$ cat src/vdim_defines.svh
`ifndef VDIM_DEFINES_SVH
`define VDIM_DEFINES_SVH

// ---------------------------------------------------------------------
// Mask register subaddresses
// ---------------------------------------------------------------------
`define VDIM_ADDR_MASK_ONE    8'h2D
`define VDIM_ADDR_MASK_TWO    8'h2E
`define VDIM_ADDR_MASK_THREE  8'h2F

// ---------------------------------------------------------------------
// Status flag subaddresses (flags live elsewhere)
// ---------------------------------------------------------------------
`define VDIM_ADDR_FLAGS_60    8'h60
`define VDIM_ADDR_FLAGS_8F    8'h8F
`define VDIM_ADDR_FLAGS_1E    8'h1E
`define VDIM_ADDR_FLAGS_1F    8'h1F

// ---------------------------------------------------------------------
// Implemented bits and reset values
// ---------------------------------------------------------------------
`define VDIM_VALID_MASK_ONE   8'h1D
`define VDIM_VALID_MASK_TWO   8'h43
`define VDIM_VALID_MASK_THREE 8'hEF
`define VDIM_RESET_MASK       8'h00
`define VDIM_RESET_FLAGS      8'h00

// ---------------------------------------------------------------------
// Field positions, first mask register
// ---------------------------------------------------------------------
`define VDIM_PROGRAM_SERVICE_SIGNAL_IRQ_EN_BIT 4
`define VDIM_WIDESCREEN_PAL_IRQ_EN_BIT         3
`define VDIM_CAPTION_DETECT_IRQ_EN_BIT         2
`define VDIM_FORMATTER_ERROR_IRQ_EN_BIT        0
// Status bit of the formatter error flag in its own register
`define VDIM_FORMATTER_ERROR_FLAG_BIT          2

// ---------------------------------------------------------------------
// Field positions, second mask register
// ---------------------------------------------------------------------
`define VDIM_HPLL_LOCK_IRQ_EN_BIT              6
`define VDIM_COLOUR_STD_CHANGE_HI_IRQ_EN_BIT   1
`define VDIM_COLOUR_STD_CHANGE_LO_IRQ_EN_BIT   0

// ---------------------------------------------------------------------
// Field positions, third mask register
// ---------------------------------------------------------------------
`define VDIM_INTERLACE_CHANGE_IRQ_EN_BIT       7
`define VDIM_HV_LOCK_IRQ_EN_BIT                6
`define VDIM_FIELD_RATE_CHANGE_IRQ_EN_BIT      5
`define VDIM_STRIPE_BURST_T3_IRQ_EN_BIT        3
`define VDIM_STRIPE_BURST_ANY_IRQ_EN_BIT       2
`define VDIM_COPY_PROTECT_IRQ_EN_BIT           1
`define VDIM_CAPTURE_READY_IRQ_EN_BIT          0

`endif

$ cat src/vdim_pkg.sv
package vdim_pkg;

  // State of the mask block
  typedef struct packed {
    logic [7:0] mask_one;
    logic [7:0] mask_two;
    logic [7:0] mask_three;
    logic [7:0] rd_data;
  } vdim_top_s;

  // State of one flag group watcher
  typedef struct packed {
    logic [7:0] prev;
    logic [7:0] pending;
    logic       primed;
  } vdim_watch_s;

endpackage

$ cat src/vdim_mask.sv
`timescale 1ns/1ps
`include "vdim_defines.svh"

module vdim_mask (
  // Clock and reset
  input  wire logic       CLK,
  input  wire logic       SYS_RST,
  // Subaddress register port
  input  wire logic [7:0] SUB_ADDR,
  input  wire logic       WR_STB,
  input  wire logic [7:0] WR_DATA,
  input  wire logic       RD_STB,
  output logic      [7:0] RD_DATA,
  // Status flags from the decoder core
  input  wire logic [7:0] FLAGS_60,
  input  wire logic [7:0] FLAGS_8F,
  input  wire logic [7:0] FLAGS_1E,
  input  wire logic [7:0] FLAGS_1F,
  // Interrupt request
  output logic            IRQ
);

  // -------------------------------------------------------------------
  // State
  // -------------------------------------------------------------------
  vdim_pkg::vdim_top_s st_reg;
  vdim_pkg::vdim_top_s st_next;

  logic [3:0][7:0] grp_flags;
  logic [3:0][7:0] grp_enable;
  logic [3:0][7:0] grp_pending;
  logic [3:0][7:0] grp_addr;
  logic [3:0]      grp_clear;
  logic [3:0]      grp_irq;

  // -------------------------------------------------------------------
  // Flag groups and their enables
  // -------------------------------------------------------------------
  assign grp_flags[0] = FLAGS_60;
  assign grp_flags[1] = FLAGS_8F;
  assign grp_flags[2] = FLAGS_1E;
  assign grp_flags[3] = FLAGS_1F;

  assign grp_addr[0] = `VDIM_ADDR_FLAGS_60;
  assign grp_addr[1] = `VDIM_ADDR_FLAGS_8F;
  assign grp_addr[2] = `VDIM_ADDR_FLAGS_1E;
  assign grp_addr[3] = `VDIM_ADDR_FLAGS_1F;

  // Mask one bits 4:2 line up with flag bits 4:2 of group 60
  assign grp_enable[0] = {3'h0,
    st_reg.mask_one[`VDIM_PROGRAM_SERVICE_SIGNAL_IRQ_EN_BIT],
    st_reg.mask_one[`VDIM_WIDESCREEN_PAL_IRQ_EN_BIT],
    st_reg.mask_one[`VDIM_CAPTION_DETECT_IRQ_EN_BIT],
    2'h0};
  // Mask one bit 0 steers flag bit 2 of group 8F
  assign grp_enable[1] = {5'h0,
    st_reg.mask_one[`VDIM_FORMATTER_ERROR_IRQ_EN_BIT],
    2'h0};
  // Masks two and three share bit positions with their flags
  assign grp_enable[2] = st_reg.mask_two;
  assign grp_enable[3] = st_reg.mask_three;

  // -------------------------------------------------------------------
  // Per group change watchers
  // -------------------------------------------------------------------
  // Reading a flag subaddress acknowledges that group's pending events,
  // so the host services by reading the flags it was told about.
  genvar g;
  generate
    for (g = 0; g < 4; g++) begin : gen_grp
      assign grp_clear[g] = RD_STB && (SUB_ADDR == grp_addr[g]);
      assign grp_irq[g]   = |(grp_pending[g] & grp_enable[g]);
      vdim_watch vdim_watch_inst (
        .clk     (CLK),
        .sys_rst (SYS_RST),
        .flags   (grp_flags[g]),
        .enable  (grp_enable[g]),
        .clear   (grp_clear[g]),
        .pending (grp_pending[g])
      );
    end
  endgenerate

  assign IRQ     = |grp_irq;
  assign RD_DATA = st_reg.rd_data;

  // -------------------------------------------------------------------
  // Register writes and reads
  // -------------------------------------------------------------------
  always_comb begin
    st_next = st_reg;
    if (WR_STB) begin
      unique case (SUB_ADDR)
        `VDIM_ADDR_MASK_ONE:
          st_next.mask_one = WR_DATA & `VDIM_VALID_MASK_ONE;
        `VDIM_ADDR_MASK_TWO:
          st_next.mask_two = WR_DATA & `VDIM_VALID_MASK_TWO;
        `VDIM_ADDR_MASK_THREE:
          st_next.mask_three = WR_DATA & `VDIM_VALID_MASK_THREE;
        default: begin
        end
      endcase
    end
    // Other subaddresses belong to other blocks and read zero here
    if (RD_STB) begin
      unique case (SUB_ADDR)
        `VDIM_ADDR_MASK_ONE:   st_next.rd_data = st_reg.mask_one;
        `VDIM_ADDR_MASK_TWO:   st_next.rd_data = st_reg.mask_two;
        `VDIM_ADDR_MASK_THREE: st_next.rd_data = st_reg.mask_three;
        default:               st_next.rd_data = 8'h00;
      endcase
    end
  end

  always_ff @(posedge CLK) begin
    if (SYS_RST) begin
      st_reg.mask_one   <= `VDIM_RESET_MASK;
      st_reg.mask_two   <= `VDIM_RESET_MASK;
      st_reg.mask_three <= `VDIM_RESET_MASK;
      st_reg.rd_data    <= 8'h00;
    end else begin
      st_reg <= st_next;
    end
  end
endmodule

$ cat src/vdim_watch.sv
`timescale 1ns/1ps
`include "vdim_defines.svh"

module vdim_watch (
  // Clock and reset
  input  wire logic       clk,
  input  wire logic       sys_rst,
  // Flag group
  input  wire logic [7:0] flags,
  input  wire logic [7:0] enable,
  input  wire logic       clear,
  // Result
  output logic      [7:0] pending
);

  vdim_pkg::vdim_watch_s st_reg;
  vdim_pkg::vdim_watch_s st_next;
  logic [7:0]            change;

  // Prev is not trusted until one sample has been taken after reset
  assign change  = st_reg.primed ? (flags ^ st_reg.prev) : 8'h00;
  assign pending = st_reg.pending;

  always_comb begin
    st_next        = st_reg;
    st_next.prev   = flags;
    st_next.primed = 1'b1;
    // Set beats a clear arriving in the same cycle
    st_next.pending = (change & enable) |
                      (st_reg.pending & {8{~clear}});
  end

  always_ff @(posedge clk) begin
    if (sys_rst) begin
      st_reg.prev    <= `VDIM_RESET_FLAGS;
      st_reg.pending <= `VDIM_RESET_FLAGS;
      st_reg.primed  <= 1'b0;
    end else begin
      st_reg <= st_next;
    end
  end
endmodule

$ cat config.mk
export PLATFORM = sky130hd
export DESIGN_NAME = vdim_mask
export DESIGN_NICKNAME = d
export VERILOG_FILES = /design/src/vdim_pkg.sv /design/src/vdim_mask.sv /design/src/vdim_watch.sv
export VERILOG_INCLUDE_DIRS = /design/src
export SDC_FILE = /design/constraint.sdc
export NUM_CORES = 1
export LEC_CHECK = 0
export CORE_MARGIN = 2
export CORE_UTILIZATION = 35
export CTS_CLUSTER_DIAMETER = 40
export DETAILED_ROUTE_END_ITERATION = 8
export DONT_BUFFER_PORTS = 1
export GPL_TIMING_DRIVEN = 0
export PLACE_DENSITY = 0.61
export SLEW_MARGIN = 20
export SYNTH_ARGS = -nofsm -noshare
export SYNTH_HDL_FRONTEND = slang
export SYNTH_SLANG_ARGS = --single-unit
export TNS_END_PERCENT = 50
$ cat constraint.sdc
create_clock -name CLK -period 3.2 [get_ports CLK]
set_input_delay 0.32 -clock CLK [delete_from_list [all_inputs] [get_ports CLK]]
set_output_delay 0.32 -clock CLK [all_outputs]
set_load 0.03 [all_outputs]
# Word level (Yosys, flattened, before mapping)
# Cells that the tools add are included.
# W data, S select, Z words.
dict set report op_classes {
  eq_ne 7
  reduce_logical 8
  n_mux 9
  n_bitwise 24
}
# operator count
set op_table {}
lappend op_table {{$and A8 B8 Y8} 6}
lappend op_table {{$mux W8} 4}
lappend op_table {{$or A8 B8 Y8} 4}
lappend op_table {{$reduce_or A32 Y1} 1}
lappend op_table {{$xor A8 B8 Y8} 4}
lappend op_table {{$eq A8 B6 Y1 const B} 3}
lappend op_table {{$pmux W8 S3} 1}
lappend op_table {{$and A8 B3 Y8} 2}
lappend op_table {{$and A8 B5 Y8} 2}
lappend op_table {{$and A8 B7 Y8} 2}
lappend op_table {{$eq A8 B5 Y1 const B} 2}
lappend op_table {{$eq A8 B7 Y1 const B} 1}
lappend op_table {{$eq A8 B8 Y1 const B} 1}
lappend op_table {{$reduce_and A2 Y1} 3}
lappend op_table {{$logic_and A1 B1 Y1} 4}
lappend op_table {{$mux W1} 4}
lappend op_table {{$not A1 Y1} 4}
dict set report word_totals {
  reg_bits 90
  output_inout_bits 9
  in_bits 52
  elab_cells 64
}

# Logic depth before layout (Yosys ltp)
# Gate-level depths: netlist (run 1).
dict set report logic_depth {
  depth_word 5
  depth_mapped 6
  depth_no_buf 3
}

# By module
# Synthesis (run 1) repeated with hierarchy kept, for this count alone.
dict set report hier_totals {
  cells_unflattened 344
  hier_area_um2 3782.4
}
# module area_each_um2 cells_per_inst n_inst seq_area_each_um2
set modules_own_cells {}
lappend modules_own_cells {vdim_watch 640.6 54 4 340.3}
lappend modules_own_cells {vdim_mask 1219.9 128 1 440.4}

# Worst setup path before layout (run 1)
# OpenSTA, ideal clock, no wires.
dict set report synth_timing {
  path_type {reg2out}
  startpoint {register st_reg, in the netlist grp_enable[27]}
  endpoint {output IRQ}
  t_required_ns 2.880
  arrival_time_ns 1.049
  path_stages_with_launch 4
  path_slack_ns 1.831
  cell_sequence {dfxtp_1 -> a22o_1 -> a221oi_1 -> nand4_1}
}
dict set report synth_between {
  elab_chain_cells 2
}
# element line_no
set synth_lines {}
lappend synth_lines {{from (decl)} vdim_mask.sv:26} ;# vdim_pkg::vdim_top_s st_reg;
lappend synth_lines {{from (signal assigned)} vdim_mask.sv:122} ;# st_reg <= st_next;
lappend synth_lines {{$and A8 B8 Y8} vdim_mask.sv:72} ;# assign grp_irq[g] = |(grp_pending[g] & grp_enable[g]);
lappend synth_lines {{$reduce_or A32 Y1} vdim_mask.sv:84} ;# assign IRQ = |grp_irq;
lappend synth_lines {{to (decl)} vdim_mask.sv:20} ;# output logic IRQ
# Every way passes these cells.

# Worst setup path after layout (run 1)
# Ends and elaborated chain as after synthesis.

==> reports/qor.csv, run 1 <==
metric;value;unit
post-placement cell area;2260;um^2
placed cells;280;
share of the synthesized area in the top cell type;0.471;
GPL Wtd Cong;0.794;
status;finished clean;
CTS Buffer Depth;2;
share of cells above drive strength 1;0.127;
setup_tns;0;ns
Worst-path clk slew;0.09;ns
Root Driver;clkbuf_8;
flop-to-flop setup slack;1.88;ns
Worst setup EP type;output port;
Mean Syn Cell Area;10.6;um^2
drt initial violations;65;
I/O Pins;61;
die height;82.7;um
Ant. Diodes;0;
clock share of power;0.394;
Area growth syn-to-layout;9.76;%
number of setup buffers added after CTS;0;
Final Non-Filler Cells;288;
Worst-Margin Slew;0.572;ns
CTS tree;yes;
# setup viols final;0;
max FFs per register;15;
critical path class;register to output port;
vias;1507;
register bit total from synthesis;51;
wire per inst;17.2;um
Post-synth EDFFs;0;
Max VDD drop;0.221;mV
initial antenna violation count;0;
CTS sink cnt;51;
residual DRC count;0;
Tcrit/Tclk final;0.557;
Final Instance Area;2380;um^2
Int Power;925;uW
worst min-delay path class;input pin to register;
vias in the first global route;1441;
Ys Warns;0;
DIE WIDTH;82.7;um
first-pass GRT wire length;7680;um
Hold Fails Final Rpt;0;
Worst slew margin;0.619;
total track usage;0.156;
Core ar.;5960;um^2
final setup skew;0.00768;ns
register area share after synthesis;0.471;
Buffers on Ports;0;
Logic pwr share;0.058;
Avg Vias per Cell;5.23;
Synth area leader;dfxtp_1;
CTS resizes;0;
Routed Wire Length;4960;um
Switch Pwr;257;uW
# hold bufs at CTS;0;
Syn Std Cell Area;2170;um^2
PD cells;497;nW/um^2
critical path peak fanout;4;
library cells used by synthesis;41;
H-tree depth;2;
cts bufs inserted;5;
crit path launch type;register;
initial core utilization;0.364;
Tmin final;1.78;ns
top_reg_cell synth;dfxtp_1;
clk_lat worst skew;0.31;ns
fin nets;264;
Synth async-reset ratio;0;
die area;6830;um^2
Req. time, crit path;2.88;ns
top post-synthesis cells by area;dfxtp_1, mux2i_1, a32o_1, xor2_1, nor2b_1;
Lkg Pwr;0.896;nW
power share of the sequential group;0.549;
largest net degree at the start of global routing;16;
Peak Freq;0.561;GHz
First-pass DRT Iterations;4;
crit path DAT;1.46;ns
antenna-violating nets left;0;
MaxCap Viol Count;0;
Rows;28;
RSZ-0062 raised after global routing;false;
Post-Route Utilization;0.399;
grt total ovfl;0;
Net Sw Frac;0.217;
Mapped Cells;205;
Mapped Nets;257;
Max Slew Vio Count;0;
DP Wirelength;3740;um
==> through the flow <==
stage	worst slack (ns)	hold slack [ns]	power [mW]
floorplan	1.83	0.440	0.717
global placement	1.70	0.446	0.732
detailed placement	1.71	0.454	0.732
CTS	1.39	0.126	1.20
global route	1.35	0.136	1.22
finish	1.42	0.139	1.18
==> cells by family (layout without fill, tap and decap cells) <==
group,count (synthesis),after routing,share of synthesized area
compound gates,39,39,0.155
xor+xnor,14,14,0.0566
buf+inv,21,29,0.0537
flops,51,51,0.471
mux,16,16,0.0745
simple gates,64,64,0.188
==> per-layer routing <==
layer  vias up  part of all wire  global-route usage
met5         -                 0                   0
met4         0             0.013              0.0541
met3         5             0.065              0.0446
met2        31              0.47               0.258
met1       710              0.45               0.193
li1        761                 -                   -
==> cell usage in the layout, fill, tap and decap left out, types with 4 or more instances in the layout <==
cell type	instances
nor2b_1	17
nand2_1	21
and3_1	4
clkbuf_1	5
a22oi_1	6
buf_6	4
a32o_1	13
dfxtp_1	51
nand4_1	4
xor2_1	14
inv_1	7
mux2i_1	15
clkbuf_8	6
==> Yosys cell counts, drive strengths merged (5+ instances only) <==
| master | count |
|---|---|
| dfxtp | 51 |
| nand2 | 21 |
| nor2b | 17 |
| mux2i | 15 |
| xor2 | 14 |
| a32o | 13 |
| buf | 9 |
| inv | 7 |
| a22oi | 6 |
| clkbuf | 5 |
| nand3 | 5 |
| nand4 | 5 |
==> power by group through the flow <==
| stage | sequential (mW) | combinational [mW] | clock (mW) |
|---|---|---|---|
| global placement | 0.663 | 0.0683 | 0 |
| floorplan | 0.663 | 0.0536 | 0 |
| detailed placement | 0.664 | 0.0683 | 0 |
| finish | 0.649 | 0.0682 | 0.465 |
| global route | 0.650 | 0.0757 | 0.497 |
| CTS | 0.649 | 0.0688 | 0.478 |
==> final timing paths <==
check	cells past startpoint	from	end
hold / removal	1	FLAGS_1F[2]	gen_grp[3].vdim_watch_inst.st_reg[11]
setup reg to reg	3	gen_grp[2].vdim_watch_inst.st_reg[0]	gen_grp[0].vdim_watch_inst.pending[3]
setup / recovery	3	grp_enable[27]	IRQ
hold reg to reg	1	gen_grp[2].vdim_watch_inst.pending[6]	gen_grp[2].vdim_watch_inst.pending[6]
==> final cells by class <==
cell class | count | area, um^2
plain buffers | 14 | 90.1
clock buffers | 6 | 82.6
clock inverters | 2 | 35.0
fillers | 604 | 3580
inverters | 7 | 26.3
multi-input cells | 133 | 1030
flip-flops and latches | 51 | 1020
well taps | 75 | 93.8
==> critical path, stage by stage (launching register included) <==
cell and delay (ns):
dfxtp_1 0.35, a22o_1 0.22, a221oi_1 0.20, nand4_1 0.39
(Power assumes the default switching activity.)
==> run 2: changes to the inputs <==
==> constraint.sdc (replaced) <==
create_clock -name CLK -period 1.7 [get_ports CLK]
set_input_delay 0.17 -clock CLK [delete_from_list [all_inputs] [get_ports CLK]]
set_output_delay 0.17 -clock CLK [all_outputs]
set_load 0.03 [all_outputs]
==> run 2 against run 1 <==
- final cell count rose by 5.6%
- critical path depth unchanged
- global-route usage increased by 0.39 points
- via count up 4.8%
- die area is the same
- critical path type unchanged
==> reports/qor.csv, run 2 (same netlist as run 1, synthesis figures left out) <==
metric;value;unit;change
status;finished clean;;unchanged
met3 routed WL;338;um;was 321 um
largest net degree at the start of global routing;16;;unchanged
hold depth;1;;unchanged
Rows;28;;unchanged
PD cells;888;nW/um^2;was 497 nW/um^2
grt total ovfl;0;;unchanged
R2R cell count;3;;unchanged
max FFs per register;15;;unchanged
CTS resizes;0;;unchanged
Worst-path clk slew;0.09;ns;about the same
Root Driver;clkbuf_8;;unchanged
Worst-Margin Slew;0.571;ns;was 0.572 ns
Routed Wire Length;5110;um;was 4960 um
most common cell after layout, fill and taps aside;dfxtp_1;;unchanged
DIE WIDTH;82.7;um;unchanged
Avg Vias per Cell;5.20;;was 5.23
area of the multi-input gates;1030;um^2;unchanged
Max Slew Vio Count;0;;unchanged
Final Instance Area;2540;um^2;was 2380 um^2
vias in the first global route;1508;;was 1,441
worst min-delay path class;input pin to register;;unchanged
Final Non-Filler Cells;304;;was 288
cts bufs inserted;5;;unchanged
FF/Latch Area;1020;um^2;unchanged
Max VDD drop;0.425;mV;was 0.221 mV
die height;82.7;um;unchanged
first-pass GRT wire length;7900;um;was 7680 um
RSZ-0062 raised after global routing;false;;unchanged
post-placement cell area;2260;um^2;unchanged
Setup WS post-layout;0.0710;ns;was 1.42 ns
Lkg Pwr;0.963;nW;was 0.896 nW
worst slack, placed;0.355;ns;was 1.71 ns
initial core utilization;0.364;;unchanged
Met2 Wirelength;2440;um;was 2340 um
residual DRC count;0;;unchanged
share of cells above drive strength 1;0.118;;was 0.127
drt initial violations;63;;was 65
# setup viols final;0;;unchanged
final setup skew;0.00482;ns;was 0.00768 ns
First-pass DRT Iterations;4;;unchanged
CTS sink cnt;51;;unchanged
Worst setup EP type;output port;;unchanged
wire per inst;16.8;um;was 17.2 um
DP Wirelength;3740;um;unchanged
Post-Route Utilization;0.426;;was 0.399
Buffers on Ports;0;;unchanged
Tcrit/Tclk final;0.958;;
crit path DAT;1.46;ns;about the same
Peak Freq;0.614;GHz;
number of setup buffers added after CTS;0;;unchanged
Core ar.;5960;um^2;unchanged
Ant. Diodes;0;;unchanged
critical path class;register to output port;;unchanged
crit path launch type;register;;unchanged
fin nets;280;;was 264
number of fill cells;599;;was 604
die area;6830;um^2;unchanged
MaxCap Viol Count;0;;unchanged
Req. time, crit path;1.53;ns;was 2.88 ns
total track usage;0.160;;was 0.156
vias;1580;;was 1,507
placed cells;280;;unchanged
Worst slew margin;0.620;;was 0.619
antenna-violating nets left;0;;unchanged
critical path peak fanout;4;;unchanged
most frequent cells in the layout;dfxtp_1, nand2_1, nor2b_1;;unchanged
CTS tree;yes;;unchanged
Hold Fails Final Rpt;0;;unchanged
Tmin final;1.63;ns;
initial antenna violation count;0;;unchanged
Area growth syn-to-layout;17.2;%;was 9.76%
I/O Pins;61;;unchanged
setup_tns;0;ns;unchanged
Max Used Layer;met4;;unchanged
Post-Route M1 WL;2260;um;was 2240 um
clk_lat worst skew;0.30;ns;was 0.31 ns
CTS Buffer Depth;2;;unchanged
GPL Wtd Cong;0.794;;unchanged
H-tree depth;2;;unchanged
## run 2: metal layers
metal,track usage,vias to the layer above
met3,0.0424,5
met2,0.269,41
met5,0,-
li1,-,790
met4,0.0541,0
met1,0.197,744
## run 2: per-stage QoR
step	hold slack, ns	total power, mW
finish	0.00865	2.25
global placement	0.299	1.38
CTS	0.000879	2.28
global route	0.00181	2.33
detailed placement	0.304	1.38
floorplan	0.298	1.35
## run 2: layout make-up
class / count / area share
Multi-Input combinational cell: 133 / 0.405
Inverter: 7 / 0.0104
Clock inverter: 2 / 0.0138
Sequential cell: 51 / 0.402
Buffer: 14 / 0.0355
Clock buffer: 6 / 0.0325
Tap cell: 75 / 0.0370
Timing Repair Buffer: 16 / 0.0631
## run 2: timing repair
action,4_1_cts,5_1_grt
setup endpoints to repair,0,1
hold buffers,16,0
hold endpoints to repair,16,0
## run 2: path summary, 6_finish.rpt
| kind | slack (ns) | end | from |
|---|---|---|---|
| worst max-delay path | 0.07 | IRQ | grp_enable[27] |
| worst min-delay path | 0.009 | grp_enable[31] | WR_DATA[7] |
| worst max register to register | 0.36 | gen_grp[0].vdim_watch_inst.pending[3] | gen_grp[2].vdim_watch_inst.st_reg[0] |
| worst min register to register | 0.48 | gen_grp[2].vdim_watch_inst.pending[6] | gen_grp[2].vdim_watch_inst.pending[6] |
## run 2: power by group
group | internal [mW] | switching [mW] | total (mW)
sequential | 1.21 | 0.00768 | 1.22
clock | 0.477 | 0.398 | 0.875
combinational | 0.0757 | 0.0817 | 0.157
## run 2: critical path, stage by stage, from the launching register on
cell and delay (ns):
dfxtp_1 0.35, a22o_1 0.22, a221oi_1 0.20, nand4_1 0.39
==> run 3: changes to the inputs <==
--- a/config.mk
+++ b/config.mk
@@ -13,6 +13,7 @@
 export DONT_BUFFER_PORTS = 1
 export GPL_TIMING_DRIVEN = 0
 export PLACE_DENSITY = 0.61
+export SETUP_SLACK_MARGIN = 0.1
 export SLEW_MARGIN = 20
 export SYNTH_ARGS = -nofsm -noshare
 export SYNTH_HDL_FRONTEND = slang
==> run 3 against run 2 <==
- total power is essentially flat
- critical path depth is the same
- highest routed layer unchanged
- critical endpoint unchanged
- core utilization grew 0.46 points
- critical path type unchanged
- combinational power is essentially flat
- register-to-register slack is essentially flat
- global-route usage grew 0.11 points
- clock skew grew 0.00062 ns
==> reports/qor.csv, run 3 (same netlist as run 1, synthesis figures left out) <==
metric;value;unit;change
status;finished clean;;unchanged
die height;82.7;um;unchanged
I/O Pins;61;;unchanged
MaxCap Viol Count;0;;unchanged
Final Total Pwr;2.25;mW;about the same
Worst setup EP type;output port;;unchanged
total track usage;0.161;;was 0.160
Root Driver;clkbuf_8;;unchanged
Avg Vias per Cell;5.15;;was 5.20
critical path peak fanout;2;;was 4
Tcrit/Tclk final;0.927;;was 0.958
final setup skew;0.00545;ns;was 0.00482 ns
FF/Latch Area;1020;um^2;about the same
met2 Resource Use GR;0.269;;about the same
Tmin final;1.58;ns;was 1.63 ns
clk_lat worst skew;0.30;ns;about the same
Hold Fails Final Rpt;0;;unchanged
most frequent cells in the layout;dfxtp_1, nand2_1, nor2b_1;;unchanged
most common cell after layout, fill and taps aside;dfxtp_1;;unchanged
number of fill cells;593;;was 599
crit path launch type;register;;unchanged
M3 GR Usage;0.0424;;unchanged
RSZ-0062 raised after global routing;true;;was false
residual DRC count;0;;unchanged
vias in the first global route;1515;;was 1,508
Routed Wire Length;5130;um;was 5110 um
Max Slew Vio Count;0;;unchanged
CTS sink cnt;51;;unchanged
share of cells above drive strength 1;0.148;;was 0.118
Ant. Diodes;0;;unchanged
Fin Hold WS;0.0108;ns;was 0.00865 ns
CTS tree;yes;;unchanged
wire per inst;16.8;um;about the same
fin nets;281;;was 280
setup_tns;0;ns;unchanged
largest net degree at the start of global routing;16;;unchanged
Core ar.;5960;um^2;unchanged
first-pass GRT wire length;7960;um;was 7900 um
First-pass DRT Iterations;4;;unchanged
Worst-Margin Slew;0.569;ns;was 0.571 ns
H-tree depth;2;;unchanged
Worst-path clk slew;0.09;ns;about the same
PD cells;879;nW/um^2;was 888 nW/um^2
Area growth syn-to-layout;18.4;%;was 17.2%
max FFs per register;15;;unchanged
Buffers on Ports;0;;unchanged
Peak Freq;0.635;GHz;was 0.614 GHz
worst min-delay path class;input pin to register;;unchanged
Post-Route Utilization;0.431;;was 0.426
area of the multi-input gates;1040;um^2;was 1030 um^2
drt initial violations;93;;was 63
vias;1571;;was 1,580
critical path class;register to output port;;unchanged
DIE WIDTH;82.7;um;unchanged
crit path DAT;1.41;ns;was 1.46 ns
GR met1 Demand/Resource;0.200;;was 0.197
initial core utilization;0.364;;unchanged
grt total ovfl;0;;unchanged
GRT Max-Usage Layer;met2;;unchanged
Worst slew margin;0.620;;about the same
Rows;28;;unchanged
Max VDD drop;0.426;mV;was 0.425 mV
GPL Wtd Cong;0.794;;unchanged
DP Wirelength;3740;um;unchanged
initial antenna violation count;0;;unchanged
Req. time, crit path;1.53;ns;about the same
cts bufs inserted;5;;unchanged
CTS Buffer Depth;2;;unchanged
Lkg Pwr;0.973;nW;was 0.963 nW
antenna-violating nets left;0;;unchanged
# setup viols final;0;;unchanged
die area;6830;um^2;unchanged
## run 3: cell types whose count changed in the layout (fill, tap and decap cells not counted)
cell      previous run  this run
dfxtp_1             51        48
dfxtp_2              0         3
a22oi_1              6         4
a22oi_2              0         2
a221oi_1             1         0
a221oi_2             0         1
buf_4                1         2
## run 3: routing by layer
layer,share of wire,vias to the layer above
li1,-,792
met1,0.45,737
met3,0.064,5
met5,0,-
met2,0.48,37
met4,0.013,0
## run 3: worst max-delay path, cell delays in order (launching register included)
cell and delay (ns):
dfxtp_2 0.33, a22o_1 0.24, a221oi_2 0.16, nand4_1 0.37
## run 3: where the power goes
| group | switching, mW | leakage (nW) | internal [mW] | total (mW) |
|---|---|---|---|---|
| Combinational | 0.0820 | 0.495 | 0.0758 | 0.158 |
| Sequential | 0.00770 | 0.416 | 1.21 | 1.22 |
| Clock | 0.399 | 0.0612 | 0.477 | 0.875 |
## run 3: final cells by class
class | count | share of cell area
buffer | 14 | 0.0351
clock buffer | 6 | 0.0322
clock inverter | 2 | 0.0137
inverter | 7 | 0.0102
multi-input combinational | 133 | 0.407
sequential | 51 | 0.400
tap | 75 | 0.0366
timing repair buffer | 17 | 0.0654
## run 3: through the flow
stage	setup WS, ns	std cells	cell area, um^2
after floorplan	0.481	205	2170
after global placement	0.354	280	2260
after detailed placement	0.355	280	2260
after CTS	0.102	305	2560
after global routing	0.0641	305	2560
final	0.124	305	2560
## run 3: final timing paths
check                                        startpoint                                     to  slack (ns)  cells after the start
setup / recovery  gen_grp[3].vdim_watch_inst.pending[3]                                    IRQ        0.12                      3
hold / removal                               WR_DATA[7]                         grp_enable[31]        0.01                      1
setup reg to reg   gen_grp[2].vdim_watch_inst.st_reg[0]  gen_grp[0].vdim_watch_inst.pending[3]        0.36                      3
hold reg to reg   gen_grp[3].vdim_watch_inst.pending[3]  gen_grp[3].vdim_watch_inst.pending[3]        0.47                      1
## run 3: timing repair
item	CTS	global route
pin swaps	1	1
buffers inserted	1	0
endpoints found under the hold margin	16	0
hold buffers	16	0
resized for setup	4	2
endpoints found under the setup margin	1	1
